==> config.mk <==
export PLATFORM = sky130hd
export DESIGN_NAME = ssc_drive_flat
export DESIGN_NICKNAME = d
export VERILOG_FILES = /design/src/rtl/ssc_pkg.sv /design/src/rtl/ssc_link_if.sv /design/src/rtl/ssc_drive.sv /design/src/flat_wrapper.sv
export SDC_FILE = /design/constraint.sdc
export NUM_CORES = 1
export LEC_CHECK = 0
export BUFFER_PORTS_ARGS = -buffer_cell sky130_fd_sc_hd__buf_2
export CORE_MARGIN = 2
export CORE_UTILIZATION = 40
export DETAILED_ROUTE_END_ITERATION = 16
export PLACE_DENSITY = 0.68
export SLEW_MARGIN = 25
export SYNTH_ARGS = -nofsm -noshare
export SYNTH_HDL_FRONTEND = slang
export SYNTH_SLANG_ARGS = --single-unit
==> constraint.sdc <==
create_clock -name clk -period 11.5 [get_ports clk]
set_clock_uncertainty 0.15 [all_clocks]
set_input_delay 1.15 -clock clk [delete_from_list [all_inputs] [get_ports clk]]
set_output_delay 1.15 -clock clk [all_outputs]
set_load 0.02 [all_outputs]
==> src/rtl/ssc_pkg.sv <==
package ssc_pkg;
  localparam int CLK_HZ = 25_000_000;
  // Fixed 8N1 framing, ten-byte packets
  localparam logic [2:0] LAST_BIT = 3'h7;
  localparam logic [3:0] PKT_LAST = 4'h9;
  localparam logic [4:0] PKT_BYTES = 5'h0A;
  localparam logic [4:0] CHAIN_BYTES = 5'h14;
  // Rate codes and the line rates they select
  localparam logic [15:0] RATE_19200 = 16'h021C;
  localparam logic [15:0] RATE_38400 = 16'h010E;
  localparam logic [15:0] RATE_115200 = 16'h005A;
  localparam int BAUD_19200 = 19200;
  localparam int BAUD_38400 = 38400;
  localparam int BAUD_115200 = 115200;
  // Defaults
  localparam logic [15:0] RATE_DEF = RATE_38400;
  localparam logic [7:0] STATION_DEF = 8'h01;
  localparam logic CHAIN_DEF = 1'b0;
  localparam logic [7:0] SAVE_DEF = 8'h00;
  localparam logic [7:0] SAVE_STORE = 8'h01;
  localparam logic [7:0] SAVE_INIT = 8'h0A;
  // Object keys: index, subindex (top 24 bits of the printed address)
  localparam logic [31:0] OBJ_STATION = 32'h100B0008;
  localparam logic [31:0] OBJ_RATE = 32'h2FE00010;
  localparam logic [31:0] OBJ_SAVE = 32'h2FF00108;
  localparam logic [31:0] OBJ_CHAIN = 32'h65100B08;
  // Payload command and reply codes
  localparam logic [7:0] CMD_WR4 = 8'h23;
  localparam logic [7:0] CMD_WR2 = 8'h2B;
  localparam logic [7:0] CMD_WR1 = 8'h2F;
  localparam logic [7:0] CMD_RD = 8'h40;
  localparam logic [7:0] RES_WR_OK = 8'h60;
  localparam logic [7:0] RES_RD4 = 8'h43;
  localparam logic [7:0] RES_RD2 = 8'h4B;
  localparam logic [7:0] RES_RD1 = 8'h4F;
  localparam logic [7:0] RES_ERR = 8'h80;
  localparam logic [31:0] ERR_NO_OBJ = 32'h06020000;
  localparam logic [31:0] ERR_BAD_CMD = 32'h05040001;
  // Host reply timeout
  localparam int RSP_TIMEOUT_US = 100_000;

  typedef logic [9:0][7:0] ssc_pkt_t;
  typedef enum logic [3:0] {RX_IDLE = 4'b0001, RX_START = 4'b0010, RX_DATA = 4'b0100,
                            RX_STOP = 4'b1000} ssc_rx_e;
  typedef enum logic [3:0] {TX_IDLE = 4'b0001, TX_START = 4'b0010, TX_DATA = 4'b0100,
                            TX_STOP = 4'b1000} ssc_tx_e;

  // Clock cycles per bit for a rate code; unknown codes fall back to the default rate
  function automatic logic [10:0] bit_cycles(input logic [15:0] code);
    int baud;
    baud = (code == RATE_19200) ? BAUD_19200 : (code == RATE_115200) ? BAUD_115200 : BAUD_38400;
    return 11'(CLK_HZ / baud);
  endfunction

  // Negated sum of bytes 0..8, low byte
  function automatic logic [7:0] pkt_csum(input ssc_pkt_t p);
    logic [7:0] s;
    s = 8'h00;
    for (int i = 0; i < 9; i++) begin
      s = s + p[i];
    end
    return 8'(-s);
  endfunction
endpackage

==> src/rtl/ssc_link_if.sv <==
`timescale 1ns/1ps
interface ssc_link_if;
  // Idle-high serial lines, host to drive and drive to host
  logic h2d;
  logic d2h;
  modport drive (input h2d, output d2h);
  modport host (output h2d, input d2h);
endinterface

==> src/rtl/ssc_drive.sv <==
`timescale 1ns/1ps
module ssc_drive
  import ssc_pkg::*;
(
  // System
  input wire logic clk,
  input wire logic rst,
  input wire logic restart,
  // Link
  ssc_link_if.drive link,
  // Digital inputs
  input wire logic digital_input_one,
  input wire logic digital_input_three,
  input wire logic din_func_assigned,
  // Status
  output logic [7:0] active_station,
  output logic [15:0] active_rate_code,
  output logic active_chain,
  output logic drive_enable,
  output logic op_mode_sel,
  output logic pkt_dropped
);
  import ssc_pkg::*;

  ssc_rx_e rx_st_r, rx_st_nxt;
  logic [10:0] rx_cyc_r, rx_cyc_nxt;
  logic [2:0] rx_bit_r, rx_bit_nxt;
  logic [7:0] rx_sh_r, rx_sh_nxt;
  ssc_pkt_t rx_buf_r, rx_buf_nxt;
  logic [3:0] rx_cnt_r, rx_cnt_nxt;
  logic pkt_in_r, pkt_in_nxt;

  ssc_tx_e tx_st_r, tx_st_nxt;
  logic [10:0] tx_cyc_r, tx_cyc_nxt;
  logic [2:0] tx_bit_r, tx_bit_nxt;
  logic [7:0] tx_sh_r, tx_sh_nxt;
  logic [19:0][7:0] txq_r, txq_nxt;
  logic [4:0] tx_len_r, tx_len_nxt;
  logic [4:0] tx_idx_r, tx_idx_nxt;
  logic txd_r, txd_nxt;
  logic drop_r, drop_nxt;

  logic [7:0] station_r, station_nxt, st_station_r, st_station_nxt, act_station_r, act_station_nxt;
  logic [15:0] rate_r, rate_nxt, st_rate_r, st_rate_nxt, act_rate_r, act_rate_nxt;
  logic chain_r, chain_nxt, st_chain_r, st_chain_nxt, act_chain_r, act_chain_nxt;
  logic loading_r, loading_nxt;
  logic den_r, den_nxt, mode_r, mode_nxt;

  logic [10:0] div;
  logic accept;
  logic [23:0] key;
  logic [7:0] cmd;
  logic [31:0] wdata, rdata;
  logic [7:0] res;
  logic is_wr, known;
  ssc_pkt_t reply;

  assign div = bit_cycles(act_rate_r);

  // Receiver
  always_comb begin
    rx_st_nxt = rx_st_r;
    rx_cyc_nxt = rx_cyc_r - 11'h001;
    rx_bit_nxt = rx_bit_r;
    rx_sh_nxt = rx_sh_r;
    rx_buf_nxt = rx_buf_r;
    rx_cnt_nxt = rx_cnt_r;
    pkt_in_nxt = 1'b0;
    unique case (rx_st_r)
      RX_IDLE: begin
        rx_cyc_nxt = {1'b0, div[10:1]};
        // receiver held off while settings load
        if (!loading_r && !link.h2d) begin
          rx_st_nxt = RX_START;
        end
      end
      RX_START: if (rx_cyc_r == 11'h000) begin
        rx_cyc_nxt = div - 11'h001;
        rx_bit_nxt = 3'h0;
        rx_st_nxt = link.h2d ? RX_IDLE : RX_DATA;
      end
      RX_DATA: if (rx_cyc_r == 11'h000) begin
        rx_cyc_nxt = div - 11'h001;
        rx_sh_nxt = {link.h2d, rx_sh_r[7:1]};
        rx_bit_nxt = rx_bit_r + 3'h1;
        if (rx_bit_r == LAST_BIT) begin
          rx_st_nxt = RX_STOP;
        end
      end
      RX_STOP: if (rx_cyc_r == 11'h000) begin
        rx_st_nxt = RX_IDLE;
        if (link.h2d) begin
          rx_buf_nxt[rx_cnt_r] = rx_sh_r;
          rx_cnt_nxt = (rx_cnt_r == PKT_LAST) ? 4'h0 : rx_cnt_r + 4'h1;
          pkt_in_nxt = (rx_cnt_r == PKT_LAST);
        end else begin
          rx_cnt_nxt = 4'h0;
        end
      end
    endcase
  end

  always_ff @(posedge clk or posedge rst) begin
    if (rst) begin
      rx_st_r <= RX_IDLE;
      rx_cyc_r <= 11'h000;
      rx_bit_r <= 3'h0;
      rx_sh_r <= 8'h00;
      rx_buf_r <= '0;
      rx_cnt_r <= 4'h0;
      pkt_in_r <= 1'b0;
    end else begin
      rx_st_r <= rx_st_nxt;
      rx_cyc_r <= rx_cyc_nxt;
      rx_bit_r <= rx_bit_nxt;
      rx_sh_r <= rx_sh_nxt;
      rx_buf_r <= rx_buf_nxt;
      rx_cnt_r <= rx_cnt_nxt;
      pkt_in_r <= pkt_in_nxt;
    end
  end

  // Object access decode; values are raw internal units, no scaling
  always_comb begin
    key = {rx_buf_r[3], rx_buf_r[2], rx_buf_r[4]};
    cmd = rx_buf_r[1];
    wdata = {rx_buf_r[8], rx_buf_r[7], rx_buf_r[6], rx_buf_r[5]};
    // act only on own station with good checksum
    accept = pkt_in_r && rx_buf_r[0] == act_station_r && pkt_csum(rx_buf_r) == rx_buf_r[9];
    is_wr = (cmd == CMD_WR4) || (cmd == CMD_WR2) || (cmd == CMD_WR1);
    known = 1'b1;
    rdata = 32'h00000000;
    res = RES_RD1;
    // objects addressed by index and subindex
    unique case (key)
      OBJ_STATION[31:8]: rdata = {24'h000000, station_r};
      OBJ_RATE[31:8]: begin
        rdata = {16'h0000, rate_r};
        res = RES_RD2;
      end
      OBJ_SAVE[31:8]: rdata = {24'h000000, SAVE_DEF};
      OBJ_CHAIN[31:8]: rdata = {31'h00000000, chain_r};
      default: known = 1'b0;
    endcase
    if (!is_wr && cmd != CMD_RD) begin
      res = RES_ERR;
      rdata = ERR_BAD_CMD;
    end else if (!known) begin
      res = RES_ERR;
      rdata = ERR_NO_OBJ;
    end else if (is_wr) begin
      res = RES_WR_OK;
      rdata = wdata;
    end
    reply = {8'h00, rdata, rx_buf_r[4], rx_buf_r[3], rx_buf_r[2], res, act_station_r};
    reply[9] = pkt_csum(reply);
  end

  // Configuration objects: working, stored and applied copies
  always_comb begin
    station_nxt = station_r;
    rate_nxt = rate_r;
    chain_nxt = chain_r;
    st_station_nxt = st_station_r;
    st_rate_nxt = st_rate_r;
    st_chain_nxt = st_chain_r;
    act_station_nxt = act_station_r;
    act_rate_nxt = act_rate_r;
    act_chain_nxt = act_chain_r;
    loading_nxt = restart;
    // applied copies change only on restart load
    if (loading_r) begin
      act_station_nxt = st_station_r;
      act_rate_nxt = st_rate_r;
      act_chain_nxt = st_chain_r;
    end
    if (accept && is_wr && known) begin
      unique case (key)
        OBJ_STATION[31:8]: station_nxt = wdata[7:0];
        OBJ_RATE[31:8]: rate_nxt = wdata[15:0];
        OBJ_CHAIN[31:8]: chain_nxt = wdata[0];
        default: begin
          if (wdata[7:0] == SAVE_STORE) begin
            st_station_nxt = station_r;
            st_rate_nxt = rate_r;
            st_chain_nxt = chain_r;
          end else if (wdata[7:0] == SAVE_INIT) begin
            station_nxt = STATION_DEF;
            rate_nxt = RATE_DEF;
            chain_nxt = CHAIN_DEF;
          end
        end
      endcase
    end
    // inputs steer the drive only while assigned
    den_nxt = din_func_assigned & digital_input_one;
    mode_nxt = din_func_assigned & digital_input_three;
  end

  always_ff @(posedge clk or posedge rst) begin
    if (rst) begin
      station_r <= STATION_DEF;
      rate_r <= RATE_DEF;
      chain_r <= CHAIN_DEF;
      st_station_r <= STATION_DEF;
      st_rate_r <= RATE_DEF;
      st_chain_r <= CHAIN_DEF;
      act_station_r <= STATION_DEF;
      act_rate_r <= RATE_DEF;
      act_chain_r <= CHAIN_DEF;
      loading_r <= 1'b1;
      den_r <= 1'b0;
      mode_r <= 1'b0;
    end else begin
      station_r <= station_nxt;
      rate_r <= rate_nxt;
      chain_r <= chain_nxt;
      st_station_r <= st_station_nxt;
      st_rate_r <= st_rate_nxt;
      st_chain_r <= st_chain_nxt;
      act_station_r <= act_station_nxt;
      act_rate_r <= act_rate_nxt;
      act_chain_r <= act_chain_nxt;
      loading_r <= loading_nxt;
      den_r <= den_nxt;
      mode_r <= mode_nxt;
    end
  end

  // Transmitter; a packet arriving while a reply is still going out is dropped
  always_comb begin
    tx_st_nxt = tx_st_r;
    tx_cyc_nxt = tx_cyc_r - 11'h001;
    tx_bit_nxt = tx_bit_r;
    tx_sh_nxt = tx_sh_r;
    txq_nxt = txq_r;
    tx_len_nxt = tx_len_r;
    tx_idx_nxt = tx_idx_r;
    txd_nxt = txd_r;
    drop_nxt = accept && tx_len_r != 5'h00;
    if (accept && tx_len_r == 5'h00) begin
      // chained mode echoes host packet first
      if (act_chain_r) begin
        txq_nxt = {reply, rx_buf_r};
        tx_len_nxt = CHAIN_BYTES;
      end else begin
        txq_nxt = {80'h0, reply};
        tx_len_nxt = PKT_BYTES;
      end
    end
    unique case (tx_st_r)
      TX_IDLE: if (tx_len_r != 5'h00) begin
        tx_st_nxt = TX_START;
        tx_cyc_nxt = div - 11'h001;
        tx_sh_nxt = txq_r[tx_idx_r];
        txd_nxt = 1'b0;
      end
      TX_START: if (tx_cyc_r == 11'h000) begin
        tx_st_nxt = TX_DATA;
        tx_cyc_nxt = div - 11'h001;
        tx_bit_nxt = 3'h0;
        txd_nxt = tx_sh_r[0];
      end
      // eight data bits then one stop bit
      TX_DATA: if (tx_cyc_r == 11'h000) begin
        tx_cyc_nxt = div - 11'h001;
        tx_bit_nxt = tx_bit_r + 3'h1;
        tx_sh_nxt = {1'b0, tx_sh_r[7:1]};
        txd_nxt = tx_sh_r[1];
        if (tx_bit_r == LAST_BIT) begin
          tx_st_nxt = TX_STOP;
          txd_nxt = 1'b1;
        end
      end
      TX_STOP: if (tx_cyc_r == 11'h000) begin
        tx_st_nxt = TX_IDLE;
        tx_idx_nxt = tx_idx_r + 5'h01;
        if (tx_idx_r + 5'h01 == tx_len_r) begin
          tx_idx_nxt = 5'h00;
          tx_len_nxt = 5'h00;
        end
      end
    endcase
  end

  always_ff @(posedge clk or posedge rst) begin
    if (rst) begin
      tx_st_r <= TX_IDLE;
      tx_cyc_r <= 11'h000;
      tx_bit_r <= 3'h0;
      tx_sh_r <= 8'h00;
      txq_r <= '0;
      tx_len_r <= 5'h00;
      tx_idx_r <= 5'h00;
      txd_r <= 1'b1;
      drop_r <= 1'b0;
    end else begin
      tx_st_r <= tx_st_nxt;
      tx_cyc_r <= tx_cyc_nxt;
      tx_bit_r <= tx_bit_nxt;
      tx_sh_r <= tx_sh_nxt;
      txq_r <= txq_nxt;
      tx_len_r <= tx_len_nxt;
      tx_idx_r <= tx_idx_nxt;
      txd_r <= txd_nxt;
      drop_r <= drop_nxt;
    end
  end

  assign link.d2h = txd_r;
  assign active_station = act_station_r;
  assign active_rate_code = act_rate_r;
  assign active_chain = act_chain_r;
  assign drive_enable = den_r;
  assign op_mode_sel = mode_r;
  assign pkt_dropped = drop_r;
endmodule

==> src/flat_wrapper.sv <==
// flat-port wrapper written by rule: the top's interface ports become plain ports
module ssc_drive_flat import ssc_pkg::*;
  (clk, rst, restart, digital_input_one, digital_input_three, din_func_assigned, active_station, active_rate_code, active_chain, drive_enable, op_mode_sel, pkt_dropped, link_h2d, link_d2h);
  ssc_link_if link_i ();
  input wire logic clk;
  input wire logic rst;
  input wire logic restart;
  input wire logic digital_input_one;
  input wire logic digital_input_three;
  input wire logic din_func_assigned;
  output logic [7:0] active_station;
  output logic [15:0] active_rate_code;
  output logic active_chain;
  output logic drive_enable;
  output logic op_mode_sel;
  output logic pkt_dropped;
  input wire logic [$bits(link_i.h2d)-1:0] link_h2d;
  output wire logic [$bits(link_i.d2h)-1:0] link_d2h;
  assign link_i.h2d = link_h2d;
  assign link_d2h = link_i.d2h;
  ssc_drive u_core (.clk(clk), .rst(rst), .restart(restart), .link(link_i), .digital_input_one(digital_input_one), .digital_input_three(digital_input_three), .din_func_assigned(din_func_assigned), .active_station(active_station), .active_rate_code(active_rate_code), .active_chain(active_chain), .drive_enable(drive_enable), .op_mode_sel(op_mode_sel), .pkt_dropped(pkt_dropped));
endmodule
==> out/summary.txt <==
Status - finished clean
#FFs+latches synth - 384
Via count of the first global-routing pass - 15,500
DRT Pass-1 Iters - 6
Total GRT Usage - 23.0%
Post-synth EDFFs - 0
Post-synthesis sequential area ratio - 45.0%
Sequential cell area - 0.00964 mm2
Internal - 2.26 mW
Die ar. - 0.0554 mm2
Die H - 235 um
Hold Crit Class - flop to flop
Drt initial violations - 1,558
Area of the mapped netlist - 0.0214 mm2
Crit path DAT - 8770 ps
Layout Nets - 2,179
P per Cell Area - 124 mW/mm2
CP Capture Type - flop
Synth Net Count - 2,187
Initial core utilization - 40.6%
Comb power frac - 3.9%
Resized Gates After CTS - 0
Hold_buf cts - 0
P_leak - 10.8 nW
Post-synth top area cell - dfrtp_1
Drt wl/cell - 22.9 um
Synth top area share - 42.6%
WS Path Type - flop to flop
Critical Path RT - 11,870 ps
FMAX - 0.119 GHz
Fillcell total - 4,920
CTS Buf Count - 45
Hold slack final - 311 ps
Vias/cell - 5.66
Fin util - 45.1%
DRC - 0
CTS tree - done
Netlist cell types - 72
Hold Crit Depth - 2
First-pass GRT wire length - 97,000 um
Commonest cells post-synth - dfrtp_1 (365), nand2_1 (337), inv_1 (167), o21ai_0 (159), mux2_2 (120)
Syn Area/Cell - 10.5 um2
Final non-filler cell area - 0.0238 mm2
Detailed Place HPWL - 46,000 um
Die extent in x - 235 um
CTS Root Cell - clkbuf_16
Crit start category - flop
Max VDD drop - 0.000121 V
Fin. Hold Viols - 0
Gate Count Post-Synth - 2,041
Post-DRT Antenna Nets - 0
Worst slew pin tran - 1000 ps
Dpl cell area - 0.0223 mm2
Largest net degree at the start of global routing - 180
# setup viols final - 0
Clk buf depth - 3
Clk sinks - 384
Primary FF master, synth - dfrtp_1
RSZ-0062 raised after global routing - false
Synth Warn # - 0
Layout cells sized above 1 - 16.7%
Grt total ovfl - 0
Area of the multi-input gates - 0.0108 mm2
Worst Path Max Fanout - 17
Final Wtd Congestion - 0.950
I/O Buffers - 35
Asr flop ratio synth - 100%
Max Cap Violations - 0
# diodes - 0
Top cells by area, synth - dfrtp_1 (43%), fa_1 (7.9%), mux2_2 (6.3%)
Antenna violations before repair - 0
Core Area - 0.0528 mm2
Pwr Total - 2.95 mW
Fin. max-slew vios - 0
# rows - 84
P_sw - 0.690 mW
Boundary Pins - 36
Reg2reg path depth - 21
Post-CTS Setup Repair Bufs - 0
Most numerous cell in the Yosys netlist - dfrtp_1
Power share of the clock group - 48.6%
Setup TNS - 0 ps
Area delta synth->final - 11.1%
Vias - 15,600
Switching Share - 23.4%
Seq pwr share - 47.5%
Clock slew at reported path FFs - 60 ps
Later-pin clock latency in the skew report - 580 ps
Relative slew slack - 32.4%
H-tree levels - 2
WL final - 63,100 um
Final period util - 73.0%
Tmin final - 8390 ps
-- cells in the final DEF (no fill, tap or decap), types with 46 or more instances in the layout --
master     count
dfrtp_1      362
clkbuf_16     46
nor2_1        74
inv_1        166
nand2_1      337
a21oi_1       52
fa_1          85
nand3_1       64
xnor2_1       57
mux2_2       120
ha_1          54
o21ai_0      159
-- worst max-delay path, cell delays in order (launching register included) --
cell and delay [ps]:
dfrtp_1 500, or4_1 650, nor4_1 890, a311oi_1 430, nor2_2 730, o21ai_0 400, fa_1 600, fa_1 520
inv_1 50, fa_1 470, inv_1 50, fa_1 500, fa_1 490, ha_1 350, a21o_1 170, a21oi_1 230
o21bai_1 90, a21oi_1 180, xnor2_1 140, xnor3_1 430, o211ai_1 170, o21a_1 140
-- power by group through the flow --
stage / Sequential [mW] / Combinational [mW] / Clock (mW)
floorplan: 1.41 / 0.0984 / 0
global placement: 1.42 / 0.111 / 0
detailed placement: 1.42 / 0.115 / 0
CTS: 1.40 / 0.116 / 1.46
global route: 1.40 / 0.131 / 1.52
finish: 1.40 / 0.115 / 1.43
-- routing by layer --
layer / global-route usage, % / share of wire (%)
met5: 0 / 0
met2: 35.6 / 46
met3: 4.12 / 6.6
met1: 32.7 / 44
met4: 7.91 / 3.4
-- kinds of logic (layout without fill, tap and decap cells) --
| logic type | after synthesis | in the layout | share of synthesized area (%) |
|---|---|---|---|
| AND/OR/NAND/NOR | 605 | 605 | 12.8 |
| adder cells (fa/ha/maj) | 139 | 139 | 11.1 |
| flip-flops | 384 | 384 | 45.0 |
| AO/OA/AOI/OAI | 336 | 336 | 9.46 |
| buffers and inverters | 286 | 313 | 5.10 |
| XOR/XNOR | 77 | 77 | 3.28 |
| multiplexers | 214 | 214 | 13.3 |
-- flip-flops by register name, indices dropped and copies added, names as in the netlist, 11 cells and up --
register	cells
u_core.active_rate_code	16
u_core.key	24
u_core.rx_cyc_r	11
u_core.st_rate_r	16
u_core.tx_cyc_r	11
u_core.txq_r	157
u_core.rx_buf_r	48
u_core.rate_r	16
-- final timing paths --
check | from | endpoint | slack [ps]
worst max register to register | u_core.key[8]$_DFFE_PP0P_ | u_core.txq_r[79]$_DFFE_PP0P_ | 3110
max in group asynchronous | rst | u_core.active_chain$_DFFE_PP0P_ | 9110
worst min register to register | u_core.txq_r[142]$_DFFE_PP0P_ | u_core.txq_r[142]$_DFFE_PP0P_ | 310
worst max-delay path | u_core.key[8]$_DFFE_PP0P_ | u_core.txq_r[79]$_DFFE_PP0P_ | 3110
worst min-delay path | u_core.txq_r[142]$_DFFE_PP0P_ | u_core.txq_r[142]$_DFFE_PP0P_ | 310
min in group asynchronous | rst | u_core.txq_r[83]$_DFFE_PP0P_ | 600
-- through the flow --
step	cells	worst slack, ps
4_1_cts	2755	3220
3_3_place_gp	2673	3290
2_1_floorplan	2041	4370
5_1_grt	2756	2590
3_5_place_dp	2673	3220
6_report	2756	3110
-- final cells by class --
class / count / area share (%)
Multi-Input combinational cell: 1371 / 45.2
Sequential cell: 384 / 40.5
Clock buffer: 60 / 5.39
Tap cell: 688 / 3.62
Inverter: 172 / 2.73
Timing Repair Buffer: 59 / 1.68
Clock inverter: 22 / 0.862
Power figures use the tool's default switching activity.
